$ cat config.mk
export PLATFORM = sky130hd
export DESIGN_NAME = jack_ctrl
export DESIGN_NICKNAME = d
export VERILOG_FILES = /design/src/jack_ctrl_pkg.sv /design/src/jack_ctrl.sv
export SDC_FILE = /design/constraint.sdc
export NUM_CORES = 1
export LEC_CHECK = 0
export BUFFER_PORTS_ARGS = -buffer_cell sky130_fd_sc_hd__buf_2
export CAP_MARGIN = 25
export CORE_MARGIN = 4
export CORE_UTILIZATION = 40
export DETAILED_ROUTE_END_ITERATION = 16
export PLACE_DENSITY_LB_ADDON = 0.25
export SLEW_MARGIN = 20
export SYNTH_ARGS = -nofsm -noshare
export SYNTH_HDL_FRONTEND = slang
export SYNTH_SLANG_ARGS = --single-unit
$ cat constraint.sdc
create_clock -name clock_i -period 6.2 [get_ports clock_i]
set_clock_uncertainty 0.15 [all_clocks]
set_input_delay 0.31 -clock clock_i [delete_from_list [all_inputs] [get_ports clock_i]]
set_output_delay 0.31 -clock clock_i [all_outputs]
set_load 0.005 [all_outputs]
$ cat src/jack_ctrl_pkg.sv
// jack_ctrl_pkg.sv: shared constants and carrier types for the headset jack control block
// assumes a classic wishbone slave with byte-wide registers, 10-bit at 0x17, on 32-bit words
package jack_ctrl_pkg;

	// ----------------------------------------------------------------
	// register indices (byte address is four times the index)
	// ----------------------------------------------------------------
	localparam logic [7:0] IDX_STATUS  = 8'h00; // jack present, slew done, single button
	localparam logic [7:0] IDX_EVENT   = 8'h01; // press level, multi-button
	localparam logic [7:0] IDX_MASK    = 8'h04; // event enables
	localparam logic [7:0] IDX_VOL_L   = 8'h07; // link bit 7, left volume code
	localparam logic [7:0] IDX_VOL_R   = 8'h08; // right volume code
	localparam logic [7:0] IDX_MIC     = 8'h09; // mic gain and bias setup
	localparam logic [7:0] IDX_BTNDATA = 8'h17; // measured button resistance
	localparam logic [7:0] IDX_TYPE    = 8'h19; // accessory type code
	localparam logic [7:0] IDX_POWER   = 8'h1d; // power-on and sleep
	localparam logic [7:0] IDX_MODE    = 8'h1e; // slew disable and auto mode

	// ----------------------------------------------------------------
	// field positions
	// ----------------------------------------------------------------
	localparam int BIT_JACK    = 7;
	localparam int BIT_SLEWDN  = 5;
	localparam int BIT_BUTTON  = 1;
	localparam int BIT_KEY     = 2;
	localparam int BIT_LINK    = 7;
	localparam int BIT_MUTE    = 6;
	localparam int BIT_PWRON   = 7;
	localparam int BIT_SLEEP   = 6;
	localparam int BIT_SLEWDIS = 5;
	localparam int BIT_INS     = 7; // mask: insertion
	localparam int BIT_REM     = 6; // mask: removal
	localparam int BIT_BTN     = 1; // mask: button press or release

	// ----------------------------------------------------------------
	// reset values and codes
	// ----------------------------------------------------------------
	localparam logic [7:0] RST_MASK  = 8'he2;
	localparam logic [7:0] RST_VOL   = 8'h40; // muted, code 0
	localparam logic [7:0] RST_MIC   = 8'h00;
	localparam logic [7:0] RST_POWER = 8'h80; // powered, awake
	localparam logic [7:0] RST_MODE  = 8'h01; // auto mode
	localparam logic [1:0] AUTO_ON   = 2'h1;
	localparam logic [1:0] BIAS_BYPASS = 2'h3;
	localparam logic [5:0] VOL_MAX   = 6'h30; // +6 dB; code 0 is -42 dB, 1 dB a code
	localparam logic [6:0] TYPE_NONE = 7'h00;

	// ----------------------------------------------------------------
	// timing
	// ----------------------------------------------------------------
	localparam int CLK_KHZ      = 200000;
	localparam int STEP_US      = 3250; // 3.25 ms a volume step
	localparam int STEP_CYCLES  = STEP_US * (CLK_KHZ / 1000);

	// ----------------------------------------------------------------
	// carriers
	// ----------------------------------------------------------------
	typedef struct packed {
		logic       jack_sense;   // jack switch reports insertion
		logic [6:0] type_code;    // one classification result
		logic       type_valid;   // pulse: classification finished
		logic       ring2_ground; // result puts ground on contact three
		logic       comp_trip;    // button comparator below 1500 ohm
		logic       adc_done;     // pulse: impedance conversion done
		logic [9:0] adc_value;    // measured resistance, divider in top bits
	} sense_s;

	typedef struct packed {
		logic       classify_run;  // request classification passes
		logic       hp_left_en;
		logic       hp_right_en;
		logic       mic_amp_en;
		logic       mic_gain_hi;   // 24 dB when high, else 12 dB
		logic       bias_en;
		logic       bias_hi;       // 2.6 V when high, else 2.0 V
		logic [1:0] bias_res;      // 2.2k, 2.6k, 3.0k, bypass
		logic       gnd_ring2_sw;
		logic       gnd_sleeve_sw;
		logic       mic_ring2_sw;
		logic       mic_sleeve_sw;
		logic       comp_en;
		logic       adc_start;     // pulse
		logic [5:0] vol_left;
		logic [5:0] vol_right;
		logic       mute_left;
		logic       mute_right;
	} ctrl_s;

endpackage

$ cat src/jack_ctrl.sv
// jack_ctrl.sv: detection, power, volume stepping and button logic of a headset interface
// assumes analog sense results arrive synchronous to clock_i and a classic wishbone master
//
// The Wishbone register port and the register offsets were decided locally.
`timescale 1ns/100ps

// Operation
// - repeat type classification after insertion until two results agree, then keep it
// - never classify again while the accessory stays inserted; shutdown or bias bypass still restarts classification
// - power only the blocks the detected accessory type needs
// - on removal switch every functional block off
// - each channel has its own 1 dB volume code and mute
// - link bit set applies the master setting to both channels
// - step actual volume one code every 3.25 ms toward the request
// - read-only flag shows actual volume has not yet reached request
// - slew disable bit makes volume changes immediate
// - detection result picks ring2 or sleeve as ground, closing only that switch
// - mic preamp gain selects 12 dB or 24 dB
// - bias selects 2.0 or 2.6 V; resistor 2.2, 2.6, 3.0 kohm or bypass
// - detection result routes ring2 or sleeve to the mic input
// - bias bypass disables detection, removal detection and mic amplifier
// - button comparator trips first, only then is the adc started
// - multi-button press and release reported, resistance and divider in 0x17; the key flag is set on press and never cleared on release
// - active-low power-on bit zero enters shutdown, stopping all detection
// - leaving shutdown restarts detection from the start
// - sleep bit keeps detection and single-button reporting, powers amplifiers down
// - auto mode with no accessory gives lowest power
// - removal raises interrupt and clears the jack present flag
// - detected type code held in 0x19 bits 6-0
// - end of slewing raises interrupt and slew done flag
// - single button event on press or release, status flag held while pressed
module jack_ctrl
	import jack_ctrl_pkg::*;
(
	input  wire logic        clock_i,  // 200 MHz
	input  wire logic        rst_i,    // synchronous, active high
	input  wire logic [31:0] wb_adr_i, // byte address
	input  wire logic [31:0] wb_dat_i, // write data
	input  wire logic [3:0]  wb_sel_i, // byte enables
	input  wire logic        wb_we_i,  // write
	input  wire logic        wb_cyc_i, // cycle
	input  wire logic        wb_stb_i, // strobe
	output logic      [31:0] wb_dat_o, // read data
	output logic             wb_ack_o, // acknowledge
	input  wire sense_s      sense_i,  // analog sense results
	output ctrl_s            ctrl_o,   // block enables and switches
	output logic             irq_o     // level, high while an enabled event is pending
);

	typedef enum logic [2:0] {DET_OFF, DET_WAIT, DET_FIRST, DET_SECOND, DET_DONE} det_e;
	typedef enum logic [1:0] {BTN_IDLE, BTN_CONV, BTN_HELD} btn_e;

	// ----------------------------------------------------------------
	// helpers
	// ----------------------------------------------------------------
	// one step of a volume code toward its target, or a jump when stepping is off
	function automatic logic [5:0] step_toward(input logic [5:0] cur, input logic [5:0] tgt,
		input logic jump);
		if (jump || cur == tgt)
			return tgt;
		else if (cur < tgt)
			return cur + 6'h01;
		else
			return cur - 6'h01;
	endfunction

	function automatic logic [5:0] clamp_vol(input logic [5:0] v);
		return (v > VOL_MAX) ? VOL_MAX : v;
	endfunction

	// ----------------------------------------------------------------
	// state
	// ----------------------------------------------------------------
	localparam logic [19:0] STEP_LAST = 20'(STEP_CYCLES - 1);

	logic [7:0]  mask_reg, mask_next;
	logic [7:0]  voll_reg, voll_next;
	logic [7:0]  volr_reg, volr_next;
	logic [7:0]  mic_reg, mic_next;
	logic [7:0]  power_reg, power_next;
	logic [7:0]  mode_reg, mode_next;
	logic [7:0]  pend_reg, pend_next;      // sticky events, same bit layout as mask
	logic        ack_reg, ack_next;
	logic [31:0] rdat_reg, rdat_next;
	det_e        det_reg, det_next;
	logic [6:0]  first_reg, first_next;
	logic [6:0]  type_reg, type_next;
	logic        jack_reg, jack_next;
	logic        gnd_r2_reg, gnd_r2_next;
	btn_e        btn_reg, btn_next;
	logic        press_reg, press_next;
	logic        key_reg, key_next;
	logic [9:0]  bdata_reg, bdata_next;
	logic [5:0]  actl_reg, actl_next;
	logic [5:0]  actr_reg, actr_next;
	logic [19:0] tick_reg, tick_next;
	logic        slewing_reg, slewing_next;
	ctrl_s       ctrl_reg, ctrl_next;

	logic       wr_go;
	logic       rd_go;
	logic [7:0] idx;
	logic       shutdown;
	logic       sleeping;
	logic       bypass;
	logic       det_alive;
	logic [5:0] tgt_l;
	logic [5:0] tgt_r;
	logic       done;

	// ----------------------------------------------------------------
	// bus decode
	// ----------------------------------------------------------------
	// ack pulses one cycle after the request; ack_reg blocks a second take
	assign wr_go = wb_cyc_i && wb_stb_i && !ack_reg && wb_we_i && wb_sel_i[0];
	assign rd_go = wb_cyc_i && wb_stb_i && !ack_reg;
	assign idx   = wb_adr_i[9:2];

	assign shutdown  = !power_reg[BIT_PWRON];
	assign sleeping  = power_reg[BIT_SLEEP];
	assign bypass    = mic_reg[1:0] == BIAS_BYPASS;
	assign det_alive = !shutdown && !bypass;

	// linked channels both follow the left code as the master setting
	assign tgt_l = clamp_vol(voll_reg[5:0]);
	assign tgt_r = voll_reg[BIT_LINK] ? tgt_l : clamp_vol(volr_reg[5:0]);
	assign done  = actl_reg == tgt_l && actr_reg == tgt_r;

	// ----------------------------------------------------------------
	// software registers and read mux
	// ----------------------------------------------------------------
	always_comb
	begin
		mask_next  = mask_reg;
		voll_next  = voll_reg;
		volr_next  = volr_reg;
		mic_next   = mic_reg;
		power_next = power_reg;
		mode_next  = mode_reg;
		ack_next   = rd_go;
		rdat_next  = rdat_reg;
		if (wr_go)
		begin
			unique case (idx)
				IDX_MASK:  mask_next  = wb_dat_i[7:0];
				IDX_VOL_L: voll_next  = wb_dat_i[7:0];
				IDX_VOL_R: volr_next  = wb_dat_i[7:0];
				IDX_MIC:   mic_next   = wb_dat_i[7:0];
				IDX_POWER: power_next = {wb_dat_i[7:6], 6'h00};
				IDX_MODE:  mode_next  = wb_dat_i[7:0];
				default:   mask_next  = mask_reg;
			endcase
		end
		if (rd_go)
		begin
			rdat_next = 32'h0;
			unique case (idx)
				IDX_STATUS:  rdat_next[7:0] = {jack_reg, 1'b0, pend_reg[BIT_SLEWDN], 3'h0,
					press_reg, 1'b0};
				IDX_EVENT:   rdat_next[7:0] = {5'h0, key_reg, press_reg, 1'b0};
				IDX_MASK:    rdat_next[7:0] = mask_reg;
				IDX_VOL_L:   rdat_next[7:0] = voll_reg;
				IDX_VOL_R:   rdat_next[7:0] = volr_reg;
				IDX_MIC:     rdat_next[7:0] = mic_reg;
				IDX_BTNDATA: rdat_next[9:0] = bdata_reg;
				IDX_TYPE:    rdat_next[7:0] = {1'b0, type_reg};
				IDX_POWER:   rdat_next[7:0] = power_reg;
				IDX_MODE:    rdat_next[7:0] = {mode_reg[7:6], mode_reg[5], 2'h0, !done,
					mode_reg[1:0]};
				default:     rdat_next = 32'h0;
			endcase
		end
	end

	// ----------------------------------------------------------------
	// accessory detection
	// ----------------------------------------------------------------
	// classification only runs between insertion and agreement; a type change while
	// inserted is therefore invisible until removal, shutdown or bypass
	always_comb
	begin
		det_next    = det_reg;
		first_next  = first_reg;
		type_next   = type_reg;
		jack_next   = jack_reg;
		gnd_r2_next = gnd_r2_reg;
		if (!det_alive)
		begin
			det_next  = DET_OFF;
			jack_next = 1'b0;
			type_next = TYPE_NONE;
		end
		else
		begin
			unique case (det_reg)
				DET_OFF:   det_next = DET_WAIT;
				DET_WAIT:  if (sense_i.jack_sense)
					det_next = DET_FIRST;
				DET_FIRST: if (!sense_i.jack_sense)
					det_next = DET_WAIT;
				else if (sense_i.type_valid)
				begin
					first_next  = sense_i.type_code;
					gnd_r2_next = sense_i.ring2_ground;
					det_next    = DET_SECOND;
				end
				DET_SECOND: if (!sense_i.jack_sense)
					det_next = DET_WAIT;
				else if (sense_i.type_valid)
				begin
					first_next  = sense_i.type_code;
					gnd_r2_next = sense_i.ring2_ground;
					if (sense_i.type_code == first_reg)
					begin
						type_next = sense_i.type_code;
						jack_next = 1'b1;
						det_next  = DET_DONE;
					end
				end
				DET_DONE: if (!sense_i.jack_sense)
				begin
					jack_next = 1'b0;
					type_next = TYPE_NONE;
					det_next  = DET_WAIT;
				end
			endcase
		end
	end

	// ----------------------------------------------------------------
	// button detection
	// ----------------------------------------------------------------
	// the adc only runs after the comparator trips, keeping idle power low
	always_comb
	begin
		btn_next   = btn_reg;
		press_next = press_reg;
		key_next   = key_reg;
		bdata_next = bdata_reg;
		if (!jack_reg)
		begin
			btn_next   = BTN_IDLE;
			press_next = 1'b0;
		end
		else
		begin
			unique case (btn_reg)
				BTN_IDLE: if (sense_i.comp_trip)
				begin
					press_next = 1'b1;
					btn_next   = sleeping ? BTN_HELD : BTN_CONV;
				end
				BTN_CONV: if (sense_i.adc_done)
				begin
					bdata_next = sense_i.adc_value;
					key_next   = 1'b1;
					btn_next   = BTN_HELD;
				end
				BTN_HELD: if (!sense_i.comp_trip)
				begin
					press_next = 1'b0;
					btn_next   = BTN_IDLE;
				end
			endcase
		end
	end

	// ----------------------------------------------------------------
	// volume soft stepping
	// ----------------------------------------------------------------
	always_comb
	begin
		actl_next    = actl_reg;
		actr_next    = actr_reg;
		tick_next    = tick_reg;
		slewing_next = !done;
		if (mode_reg[BIT_SLEWDIS])
		begin
			actl_next = tgt_l;
			actr_next = tgt_r;
			tick_next = 20'h0;
		end
		else if (done)
			tick_next = 20'h0;
		else if (tick_reg == STEP_LAST)
		begin
			tick_next = 20'h0;
			actl_next = step_toward(actl_reg, tgt_l, 1'b0);
			actr_next = step_toward(actr_reg, tgt_r, 1'b0);
		end
		else
			tick_next = tick_reg + 20'h1;
	end

	// ----------------------------------------------------------------
	// events, power and switches
	// ----------------------------------------------------------------
	always_comb
	begin
		logic auto_on;
		logic awake;
		auto_on   = mode_reg[1:0] == AUTO_ON;
		awake     = jack_reg && !sleeping && !shutdown;
		pend_next = pend_reg;
		// status reads clear pending events; a new event in that cycle wins
		// a write to the status index is ignored and must not clear anything
		if (rd_go && !wb_we_i && idx == IDX_STATUS)
			pend_next = 8'h00;
		if (jack_next && !jack_reg)
			pend_next[BIT_INS] = 1'b1;
		if (jack_reg && !jack_next)
			pend_next[BIT_REM] = 1'b1;
		if (press_next != press_reg)
			pend_next[BIT_BTN] = 1'b1;
		if (slewing_reg && done)
			pend_next[BIT_SLEWDN] = 1'b1;
		ctrl_next               = '0;
		ctrl_next.classify_run  = det_reg == DET_FIRST || det_reg == DET_SECOND;
		ctrl_next.mic_gain_hi   = mic_reg[2];
		ctrl_next.bias_hi       = mic_reg[3];
		ctrl_next.bias_res      = mic_reg[1:0];
		if (jack_reg)
		begin
			// type bit 0 marks a mic, bit 1 a right channel; without auto the host owns headphone power
			ctrl_next.bias_en       = type_reg[0];
			ctrl_next.comp_en       = type_reg[0] && !bypass;
			ctrl_next.adc_start     = btn_reg == BTN_IDLE && btn_next == BTN_CONV;
			ctrl_next.gnd_ring2_sw  = gnd_r2_reg;
			ctrl_next.gnd_sleeve_sw = !gnd_r2_reg;
			ctrl_next.mic_ring2_sw  = type_reg[0] && !gnd_r2_reg;
			ctrl_next.mic_sleeve_sw = type_reg[0] && gnd_r2_reg;
			ctrl_next.hp_left_en    = awake && (auto_on || mode_reg[7]);
			ctrl_next.hp_right_en   = awake && (auto_on ? type_reg[1] : mode_reg[6]);
			ctrl_next.mic_amp_en    = awake && type_reg[0] && !bypass;
		end
		// no accessory leaves every block off, which is the auto lowest-power state
		ctrl_next.vol_left   = actl_next;
		ctrl_next.vol_right  = actr_next;
		ctrl_next.mute_left  = voll_reg[BIT_MUTE];
		ctrl_next.mute_right = voll_reg[BIT_LINK] ? voll_reg[BIT_MUTE] : volr_reg[BIT_MUTE];
	end

	// ----------------------------------------------------------------
	// registers
	// ----------------------------------------------------------------
	always_ff @(posedge clock_i)
	begin
		if (rst_i)
		begin
			mask_reg    <= RST_MASK;
			voll_reg    <= RST_VOL;
			volr_reg    <= RST_VOL;
			mic_reg     <= RST_MIC;
			power_reg   <= RST_POWER;
			mode_reg    <= RST_MODE;
			pend_reg    <= 8'h00;
			ack_reg     <= 1'b0;
			rdat_reg    <= 32'h0;
			det_reg     <= DET_OFF;
			first_reg   <= TYPE_NONE;
			type_reg    <= TYPE_NONE;
			jack_reg    <= 1'b0;
			gnd_r2_reg  <= 1'b0;
			btn_reg     <= BTN_IDLE;
			press_reg   <= 1'b0;
			key_reg     <= 1'b0;
			bdata_reg   <= 10'h0;
			actl_reg    <= 6'h00;
			actr_reg    <= 6'h00;
			tick_reg    <= 20'h0;
			slewing_reg <= 1'b0;
			ctrl_reg    <= '0;
		end
		else
		begin
			mask_reg    <= mask_next;
			voll_reg    <= voll_next;
			volr_reg    <= volr_next;
			mic_reg     <= mic_next;
			power_reg   <= power_next;
			mode_reg    <= mode_next;
			pend_reg    <= pend_next;
			ack_reg     <= ack_next;
			rdat_reg    <= rdat_next;
			det_reg     <= det_next;
			first_reg   <= first_next;
			type_reg    <= type_next;
			jack_reg    <= jack_next;
			gnd_r2_reg  <= gnd_r2_next;
			btn_reg     <= btn_next;
			press_reg   <= press_next;
			key_reg     <= key_next;
			bdata_reg   <= bdata_next;
			actl_reg    <= actl_next;
			actr_reg    <= actr_next;
			tick_reg    <= tick_next;
			slewing_reg <= slewing_next;
			ctrl_reg    <= ctrl_next;
		end
	end

	assign wb_ack_o = ack_reg;
	assign wb_dat_o = rdat_reg;
	assign ctrl_o   = ctrl_reg;
	assign irq_o    = |(pend_reg & mask_reg);

endmodule // jack_ctrl

==> results of run 1 <==
-- per-stage QoR --
stage                     total power, uW  utilization, %  instance area [um^2]  instances
after detailed placement              983            43.6                  7490       1074
after global placement                983            43.6                  7480       1073
after CTS                            2100            48.1                  8260       1119
after global routing                 2150            48.1                  8260       1119
after floorplan                       960               -                  7050        818
final                                2080            48.1                  8260       1119
-- cells by family after synthesis --
group | Yosys count | synth area share, %
xor gates and xnor gates | 32 | 4.02
AOI/OAI and AO/OA | 150 | 14.4
other | 1 | 0.0538
adders and majority gates | 26 | 4.88
DFF | 137 | 39.3
buffers and inverters | 79 | 5.65
muxes | 64 | 9.24
and+or+nand+nor | 308 | 22.4
-- power breakdown --
group	switching [uW]	internal, uW	leakage (uW)
Clock	386	723	0.000306
Combinational	55.8	30.1	0.00196
Sequential	1.91	883	0.00110
Total	444	1640	0.00337
-- critical path: stages, from the launching register on --
cell and delay [ns]:
dfxtp_1 0.37, nand2_1 0.21, nand2_1 0.14, ha_1 0.34
and3b_1 0.17, a211oi_1 0.05, o21ai_0 0.66, ha_1 0.37
a211o_1 0.32, o211a_1 0.14, o311ai_0 0.41, xnor2_1 0.14
o32ai_1 0.27
-- metal layers --
layer | share of wire (%) | GRT usage, % | up-vias | wire length, um
met5 | 0 | 0 | - | 0
met4 | 1.9 | 6.02 | 0 | 340
met3 | 5.4 | 3.99 | 24 | 947
met2 | 46 | 28.8 | 154 | 8100
met1 | 47 | 25.1 | 2783 | 8310
li1 | - | - | 2966 | -
-- placed cells by master (no fill, tap or decap), types with 5 or more instances in the layout --
cell	netlist	layout
a211oi_1	6	6
a21oi_1	46	46
a221oi_1	7	7
a222oi_1	5	5
a22o_1	5	5
a22oi_1	12	12
and3_1	11	11
buf_2	6	84
bufinv_16	0	5
clkbuf_16	0	17
conb_1	1	22
dfxtp_1	137	137
dlygate4sd3_1	0	13
ha_1	24	24
inv_1	22	22
mux2i_1	61	61
nand2_1	71	71
nand2b_1	9	9
nand3_1	23	23
nand4_1	7	7
nor2_1	103	103
nor2b_1	23	23
nor3_1	22	22
nor3b_1	6	6
o21a_1	5	5
o21ai_0	28	28
xnor2_1	25	25
xor2_1	7	7
-- worst max-delay path by stage --
stage / to / slack [ns] / cells after the start
finish: ctrl_o[13] / 2.38 / 12
detailed placement: ctrl_o[13] / 2.40 / 12
floorplan: ctrl_o[13] / 2.89 / 12
global route: ctrl_o[13] / 2.01 / 13
CTS: ctrl_o[13] / 2.38 / 12
global placement: ctrl_o[13] / 2.40 / 12
-- final cells by class --
cell class / instances / area, um^2
fill: 1750 / 8910
timing repair buffer: 101 / 581
tap: 225 / 282
inverter: 22 / 82.6
sequential: 137 / 2740
multi-input combinational: 602 / 3930
clock buffer: 20 / 447
clock inverter: 12 / 196
==> summary.md, run 1 <==
| Metric | Value |
|---|---|
| Status | `complete, no violations` |
| Pre-CTS setup slack | `2.40 ns` |
| Sequential share of the synthesized area | `39.3%` |
| Ys Warns | `0` |
| Std cell rows | `48` |
| Pin count of the biggest net entering global routing | `48` |
| Depth of the CTS H-tree | `4` |
| Post-synthesis cell type count | `65` |
| Root buf cell | `clkbuf_16` |
| Post-Syn Area | `0.00697 mm^2` |
| CP Capture Type | `flip-flop` |
| Clock Path Buffers | `2` |
| Final slew viol count | `0` |
| First-pass GRT wire length | `29200 um` |
| Most numerous cell in the Yosys netlist | `dfxtp_1` |
| Post-route ant nets | `0` |
| Clk_lat worst skew | `0.42 ns` |
| Final Critical Period | `3.82 ns` |
| DIE WIDTH | `140 um` |
| Num ports | `158` |
| GP Congestion | `0.860` |
| Avg Vias per Cell | `5.30` |
| Leak Pwr | `0.00337 uW` |
| Worst hold path class | `primary input to flip-flop` |
| Die area | `0.0196 mm^2` |
| DR DRC count | `0` |
| Synthesized flop and latch total | `137` |
| FFs w/ async S/R, synth | `0%` |
| F_max | `0.262 GHz` |
| WL/cell | `15.8 um` |
| Synth area leader | `dfxtp_1` |
| Synth Flop Type | `dfxtp_1` |
| Antenna violations before repair | `0` |
| Reg2Reg Depth | `12` |
| Flop-to-flop setup slack | `2.38 ns` |
| Crit share post-route | `61.5%` |
| Diode count | `0` |
| Final wirelength | `17700 um` |
| Total track usage | `18.3%` |
| Reg clk slew, reported paths | `0.06 ns` |
| Final worst slack | `2.38 ns` |
| Crit-path max FO | `7` |
| RSZ-0062 raised after global routing | `false` |
| Final hold vios | `0` |
| Cells after synthesis | `797` |
| PortBufs | `84` |
| Num CTS Buffers | `17` |
| Worst Tran Pin Value | `0.977 ns` |
| CP Class | `flip-flop to flip-flop` |
| Dpl hpwl | `12800 um` |
| Number of max-cap violations | `0` |
| Sink Count | `137` |
| Hold EP | `type_reg[6]` |
| Worst EP arrival | `4.00 ns` |
| Mapped Avg Cell Area | `8.75 um^2` |
| Post-synth EDFFs | `0` |
| Rel. slew slack | `34.4%` |
| Via count | `5927` |
| DRT iter0 DRCs | `438` |
| Syn-to-layout area delta | `18.5%` |
| Setup TNS | `0 ns` |
| Worst setup path startpoint | `voll_reg[5]` |
| Layout Nets | `1002` |
| Setup-failing EPs final | `0` |
| Initial Util | `40.6%` |
| Total gr overflow | `0` |
| P per Cell Area | `252 mW/mm^2` |
| Reg2reg end | `ctrl_o[13]` |
| DR pass1 iterations | `5` |
| Required @ worst endpoint | `6.38 ns` |
| Post-CTS setup buffer count | `0` |
| CTS tree | `yes` |
| Worst vdd ir | `231 uV` |
| Vias in the first global route | `5684` |
| Hold path cells | `3` |
| Reg2Reg Launch Point | `voll_reg[5]` |
| Worst setup SP type | `flip-flop` |
| Top-area cell type share of the netlist area | `39.3%` |
| Ranking of synthesized cells by area | `dfxtp_1 39%, mux2i_1 8.8%, nor2_1 5.5%, ha_1 4.3%, nand2_1 3.8%` |
| Cts repair resizes | `0` |
| Post-synth top cells | `137 x dfxtp_1, 103 x nor2_1, 71 x nand2_1` |
| Largest register FFs | `29` |
| Hold_buf cts | `13` |
| Worst Hold Launch | `sense_i[20]` |
| Layout cell share with drive strength beyond 1 | `14.7%` |
| Core area | `0.0172 mm^2` |
| Worst hold slack | `0.0211 ns` |
| Die Ht | `140 um` |
Note: power is estimated with default switching activity, not from simulation.
==> run 2, diff against run 1 <==
==> constraint.sdc (replaced) <==
create_clock -name clock_i -period 3.15 [get_ports clock_i]
set_clock_uncertainty 0.15 [all_clocks]
set_input_delay 0.1575 -clock clock_i [delete_from_list [all_inputs] [get_ports clock_i]]
set_output_delay 0.1575 -clock clock_i [all_outputs]
set_load 0.005 [all_outputs]
==> summary.md, run 2 (synthesis results as in run 1) <==
| Metric | Value |
|---|---|
| Total gr overflow | `0 (unchanged)` |
| Setup TNS | `-0.0903 ns (-0.0903 ns)` |
| DR DRC count | `0 (unchanged)` |
| Syn-to-layout area delta | `26.2%` |
| DRT iter0 DRCs | `455 (+3.9%)` |
| Post-DP Area | `0.00783 mm^2 (+4.6%)` |
| Std cell rows | `48 (unchanged)` |
| Worst setup SP type | `flip-flop` |
| Worst setup path startpoint | `voll_reg[7]` |
| Required @ worst endpoint | `3.33 ns (-3.05 ns)` |
| Final wirelength | `18200 um (+3.0%)` |
| Reg2Reg Launch Point | `voll_reg[7]` |
| Clk_lat worst skew | `0.42 ns (about the same)` |
| Vias in the first global route | `5838 (+2.7%)` |
| Setup-failing EPs final | `2 (+2)` |
| Core area | `0.0172 mm^2 (unchanged)` |
| Layout cell share with drive strength beyond 1 | `20.3% (+5.6 points)` |
| Final hold vios | `0 (unchanged)` |
| Post-route ant nets | `0 (unchanged)` |
| CTS tree | `yes` |
| Via count | `6189 (+4.4%)` |
| Worst vdd ir | `453 uV (+96%)` |
| Commonest non-fill, non-tap cell in the layout | `dfxtp_1` |
| Root buf cell | `clkbuf_16` |
| RSZ-0062 raised after global routing | `true` |
| Worst hold path class | `primary input to flip-flop` |
| Worst Tran Pin Value | `0.917 ns (-0.0597 ns)` |
| Avg Vias per Cell | `5.24 (-1.1%)` |
| Total track usage | `18.6% (+0.31 points)` |
| Pin count of the biggest net entering global routing | `39 (-19%)` |
| Final worst slack | `-0.0681 ns (-2.45 ns)` |
| GP Congestion | `0.893 (+3.8%)` |
| Num ports | `158 (unchanged)` |
| Die Ht | `140 um (unchanged)` |
| Commonest non-fill, non-tap cells in the layout | `134 x dfxtp_1, 103 x nor2_1, 84 x buf_2` |
| Die area | `0.0196 mm^2 (unchanged)` |
| Rel. slew slack | `38.4% (+4.0 points)` |
| Antenna violations before repair | `0 (unchanged)` |
| Final slew viol count | `0 (unchanged)` |
| CP Capture Type | `flip-flop` |
| Clock Path Buffers | `2 (unchanged)` |
| Sink Count | `137 (unchanged)` |
| Leak Pwr | `0.00367 uW (+8.8%)` |
| Largest register FFs | `29 (unchanged)` |
| Dpl hpwl | `13200 um (+3.1%)` |
| WL/cell | `15.4 um (-2.5%)` |
| Diode count | `0 (unchanged)` |
| Worst EP arrival | `3.39 ns (-0.61 ns)` |
| Crit share post-route | `102% (+41 points)` |
| Worst Hold Launch | `sense_i[10]` |
| P per Cell Area | `427 mW/mm^2 (+70%)` |
| Layout Nets | `1066 (+6.4%)` |
| Num CTS Buffers | `17 (unchanged)` |
| DIE WIDTH | `140 um (unchanged)` |
| Final Critical Period | `3.22 ns (-0.597 ns)` |
| DR pass1 iterations | `8 (+3)` |
| PortBufs | `84 (unchanged)` |
| Reg clk slew, reported paths | `0.06 ns (about the same)` |
| Depth of the CTS H-tree | `4 (unchanged)` |
| Final instance area | `0.00880 mm^2 (+6.5%)` |
| Crit-path max FO | `7 (unchanged)` |
| Status | `finished with violations` |
| Failing checks | `setup timing` |
| First-pass GRT wire length | `29900 um (+2.4%)` |
| Number of max-cap violations | `0 (unchanged)` |
| CP Class | `flip-flop to flip-flop` |
| Initial Util | `40.6% (unchanged)` |
| Total power | `3760 uW (+81%)` |
| F_max | `0.311 GHz (+19%)` |
==> run 2: cell count changes in the layout (fill, tap and decap cells not counted), sizes merged <==
| cell | previous run | this run |
|---|---|---|
| clkinvlp | 3 | 2 |
| clkbuf | 20 | 18 |
| clkinv | 3 | 9 |
| buf | 88 | 132 |
| dlygate4sd3 | 13 | 33 |
| bufinv | 5 | 1 |
==> run 2: stage by stage <==
| stage | instances | hold WS [ns] | utilization, % | worst slack [ns] |
|---|---|---|---|---|
| 2_1_floorplan | 818 | 0.120 | - | 0.00408 |
| 4_1_cts | 1181 | 0.0541 | 50.9 | -0.0376 |
| 3_5_place_dp | 1116 | 0.256 | 45.6 | -0.212 |
| 5_1_grt | 1182 | 0.0965 | 51.2 | -0.218 |
| 3_3_place_gp | 1116 | 0.252 | 45.6 | -0.0954 |
| 6_report | 1182 | 0.0644 | 51.2 | -0.0681 |
==> run 2: critical path, stage by stage (launching register included) <==
cell       delay (ns)
dfxtp_2          0.38
buf_4            0.16
a32oi_2          0.24
ha_1             0.28
and3_1           0.15
a221o_1          0.40
buf_6            0.16
ha_1             0.28
o21a_1           0.14
a2111oi_2        0.35
nand3b_1         0.16
xnor2_1          0.07
o32ai_1          0.21
==> run 2: timing repair <==
item | CTS | global route
pin swaps | 5 | 3
hold buffers | 33 | 0
gates cloned | 0 | 0
endpoints found under the setup margin | 4 | 6
hold endpoints to repair | 76 | 0
gates resized for setup | 10 | 12
buffers inserted | 1 | 1
==> run 2: worst paths after layout <==
kind              slack [ns]           to  cells after the start
setup / recovery       -0.07    ctrl_o[7]                     12
setup reg to reg       -0.07    ctrl_o[7]                     12
hold reg to reg         0.29  tick_reg[0]                      1
hold / removal          0.06   btn_reg[0]                      5
==> run 2: routing by layer <==
| metal | GRT usage, % | up-vias | wire length, um |
|---|---|---|---|
| li1 | - | 3107 | - |
| met2 | 29.1 | 150 | 8510 |
| met3 | 3.86 | 29 | 890 |
| met4 | 6.22 | 0 | 312 |
| met5 | 0 | - | 0 |
| met1 | 25.8 | 2903 | 8520 |
==> run 2: final cells by class <==
type | count | area, um^2
tap | 225 | 282
timing repair buffer | 165 | 1130
multi-input combinational | 602 | 4020
clock buffer | 18 | 429
inverter | 22 | 82.6
clock inverter | 13 | 106
sequential | 137 | 2750
fill | 1671 | 8380
==> run 2: where the power goes <==
group          leakage [uW]  internal (uW)  switching [uW]
combinational       0.00230           78.6             116
sequential          0.00111           1740            3.74
clock              0.000265           1070             751
==> run 3, diff against run 2 <==
--- a/config.mk
+++ b/config.mk
@@ -11,6 +11,7 @@
 export CORE_UTILIZATION = 40
 export DETAILED_ROUTE_END_ITERATION = 16
 export PLACE_DENSITY_LB_ADDON = 0.25
+export SKIP_CTS_REPAIR_TIMING = 1
 export SLEW_MARGIN = 20
 export SYNTH_ARGS = -nofsm -noshare
 export SYNTH_HDL_FRONTEND = slang
==> summary.md, run 3 (synthesis results as in run 1) <==
| Metric | Value |
|---|---|
| Crit share post-route | `101% (-0.87 points)` |
| Worst vdd ir | `453 uV (about the same)` |
| Final hold vios | `1 (+1)` |
| M1 WL | `8460 um (-0.66%)` |
| Post-route ant nets | `0 (unchanged)` |
| Core area | `0.0172 mm^2 (unchanged)` |
| Final wirelength | `18300 um (+0.15%)` |
| Std cell rows | `48 (unchanged)` |
| RSZ-0062 raised after global routing | `true` |
| Number of max-cap violations | `0 (unchanged)` |
| DR DRC count | `0 (unchanged)` |
| Total power | `3760 uW (-0.10%)` |
| Depth of the CTS H-tree | `4 (unchanged)` |
| Finished Layout Cells | `1178 (-0.34%)` |
| DIE WIDTH | `140 um (unchanged)` |
| Status | `finished with violations` |
| Vias in the first global route | `5606 (-4.0%)` |
| Layout fillers | `1680 (+0.54%)` |
| Worst EP arrival | `3.37 ns (-0.02 ns)` |
| Worst hold slack | `-0.0311 ns (-0.0956 ns)` |
| Worst hold path class | `primary input to flip-flop` |
| Worst Tran Pin Value | `0.899 ns (-0.0183 ns)` |
| Clk_lat worst skew | `0.42 ns (about the same)` |
| Total track usage | `18.1% (-0.50 points)` |
| Layout Nets | `1062 (-0.38%)` |
| DR pass1 iterations | `5 (-3)` |
| Antenna violations before repair | `0 (unchanged)` |
| Die area | `0.0196 mm^2 (unchanged)` |
| Final instance area | `0.00877 mm^2 (-0.33%)` |
| Reg2Reg Launch Point | `volr_reg[4]` |
| Top layer in use | `met4` |
| Worst setup path startpoint | `volr_reg[4]` |
| Failing checks | `hold timing, setup timing` |
| Leak Pwr | `0.00365 uW (-0.45%)` |
| Most frequent CP cell | `ha_1` |
| Layout cell share with drive strength beyond 1 | `20.1% (-0.12 points)` |
| Commonest non-fill, non-tap cell in the layout | `dfxtp_1` |
| P per Cell Area | `428 mW/mm^2 (+0.23%)` |
| Crit-path max cell delay | `0.39 ns (about the same)` |
| GP Congestion | `0.893 (unchanged)` |
| Final slew viol count | `0 (unchanged)` |
| Num CTS Buffers | `17 (unchanged)` |
| CTS tree | `yes` |
| Final Critical Period | `3.19 ns (-0.0273 ns)` |
| Total gr overflow | `0 (unchanged)` |
| Num ports | `158 (unchanged)` |
| Rel. slew slack | `39.6% (+1.2 points)` |
| PortBufs | `84 (unchanged)` |
| Worst setup SP type | `flip-flop` |
| F_max | `0.313 GHz (+0.86%)` |
| DP Cell Count | `1116 (unchanged)` |
| Largest register FFs | `29 (unchanged)` |
| Setup TNS | `-0.0408 ns (+0.0495 ns)` |
| Die Ht | `140 um (unchanged)` |
| Worst Hold Launch | `sense_i[11]` |
| Via count | `6166 (-0.37%)` |
| Avg Vias per Cell | `5.23 (about the same)` |
| Required @ worst endpoint | `3.33 ns (about the same)` |
| Clock Path Buffers | `2 (unchanged)` |
| Root buf cell | `clkbuf_16` |
| Crit-path max FO | `4 (-3)` |
| Syn-to-layout area delta | `25.7%` |
| Sink Count | `137 (unchanged)` |
| Dpl hpwl | `13200 um (unchanged)` |
| CP Class | `flip-flop to flip-flop` |
| WL/cell | `15.5 um (+0.49%)` |
| Met3 wire len | `903 um (+1.5%)` |
| Final worst slack | `-0.0408 ns (+0.0273 ns)` |
| CP Capture Type | `flip-flop` |
| Pin count of the biggest net entering global routing | `39 (unchanged)` |
| Commonest non-fill, non-tap cells in the layout | `134 x dfxtp_1, 103 x nor2_1, 84 x buf_2` |
| Routed met2 length | `8610 um (+1.2%)` |
| Setup-failing EPs final | `1 (-1)` |
| Initial Util | `40.6% (unchanged)` |
| Post-DP Area | `0.00783 mm^2 (unchanged)` |
| CP max-delay cell | `a221o_1` |
| DRT iter0 DRCs | `454 (-0.22%)` |
| First-pass GRT wire length | `29000 um (-2.9%)` |
| Reg clk slew, reported paths | `0.06 ns (about the same)` |
| Diode count | `0 (unchanged)` |
| Crit path cell chain | `nand2_1 > buf_4 > a32oi_2 > ha_1 > and3_1 > a221o_1 > buf_6 > ha_1 > o21a_1 > a2111oi_2 > nand3b_1 > xnor2_1 > o32ai_1` |
==> run 3: cell count changes in the layout (fill, tap and decap cells not counted) <==
cell	before	now
buf_4	46	45
dfxtp_2	3	2
dfxtp_4	0	1
dlygate4sd3_1	33	30
fa_1	1	2
fa_2	1	0
mux2i_2	2	1
mux2i_4	0	1
==> run 3: worst paths after layout <==
kind	end	cells past startpoint	slack (ns)
min	press_reg	3	-0.03
max reg2reg	ctrl_o[7]	13	-0.04
min reg2reg	tick_reg[0]	1	0.29
max	ctrl_o[7]	13	-0.04
==> run 3: final cells by class <==
class	count	area, um^2	share of cell area [%]
clock inverter	13	106	1.21
sequential	137	2750	31.3
tap	225	282	3.21
multi-input combinational	602	4030	46.0
timing repair buffer	161	1090	12.4
inverter	22	82.6	0.942
clock buffer	18	429	4.89
==> run 3: stage by stage <==
stage,setup WS [ns],utilization (%)
after floorplan,0.00408,-
after global placement,-0.0954,45.6
after detailed placement,-0.212,45.6
after CTS,-0.236,48.7
after global routing,-0.215,51.0
final,-0.0408,51.0
==> run 3: routing by layer <==
metal / global-route usage, % / up-vias
met3: 3.79 / 24
met1: 25.5 / 2896
met2: 27.9 / 149
met5: 0 / -
met4: 5.81 / 0
li1: - / 3097
==> run 3: worst max-delay path: cells and delay by family (launching register included) <==
family	cells	cell delay (ns)
AO/OA/AOI/OAI	5	1.28
XOR/XNOR	1	0.07
adder cells (fa/ha/maj)	2	0.56
buffers and inverters	2	0.31
flip-flops	1	0.35
AND/OR/NAND/NOR	3	0.39
==> run 3: where the power goes <==
part           leakage [uW]  switching [uW]  total (uW)  internal [uW]
registers           0.00111            3.75        1740           1740
logic               0.00228             116         192           75.8
clock network      0.000265             752        1820           1070
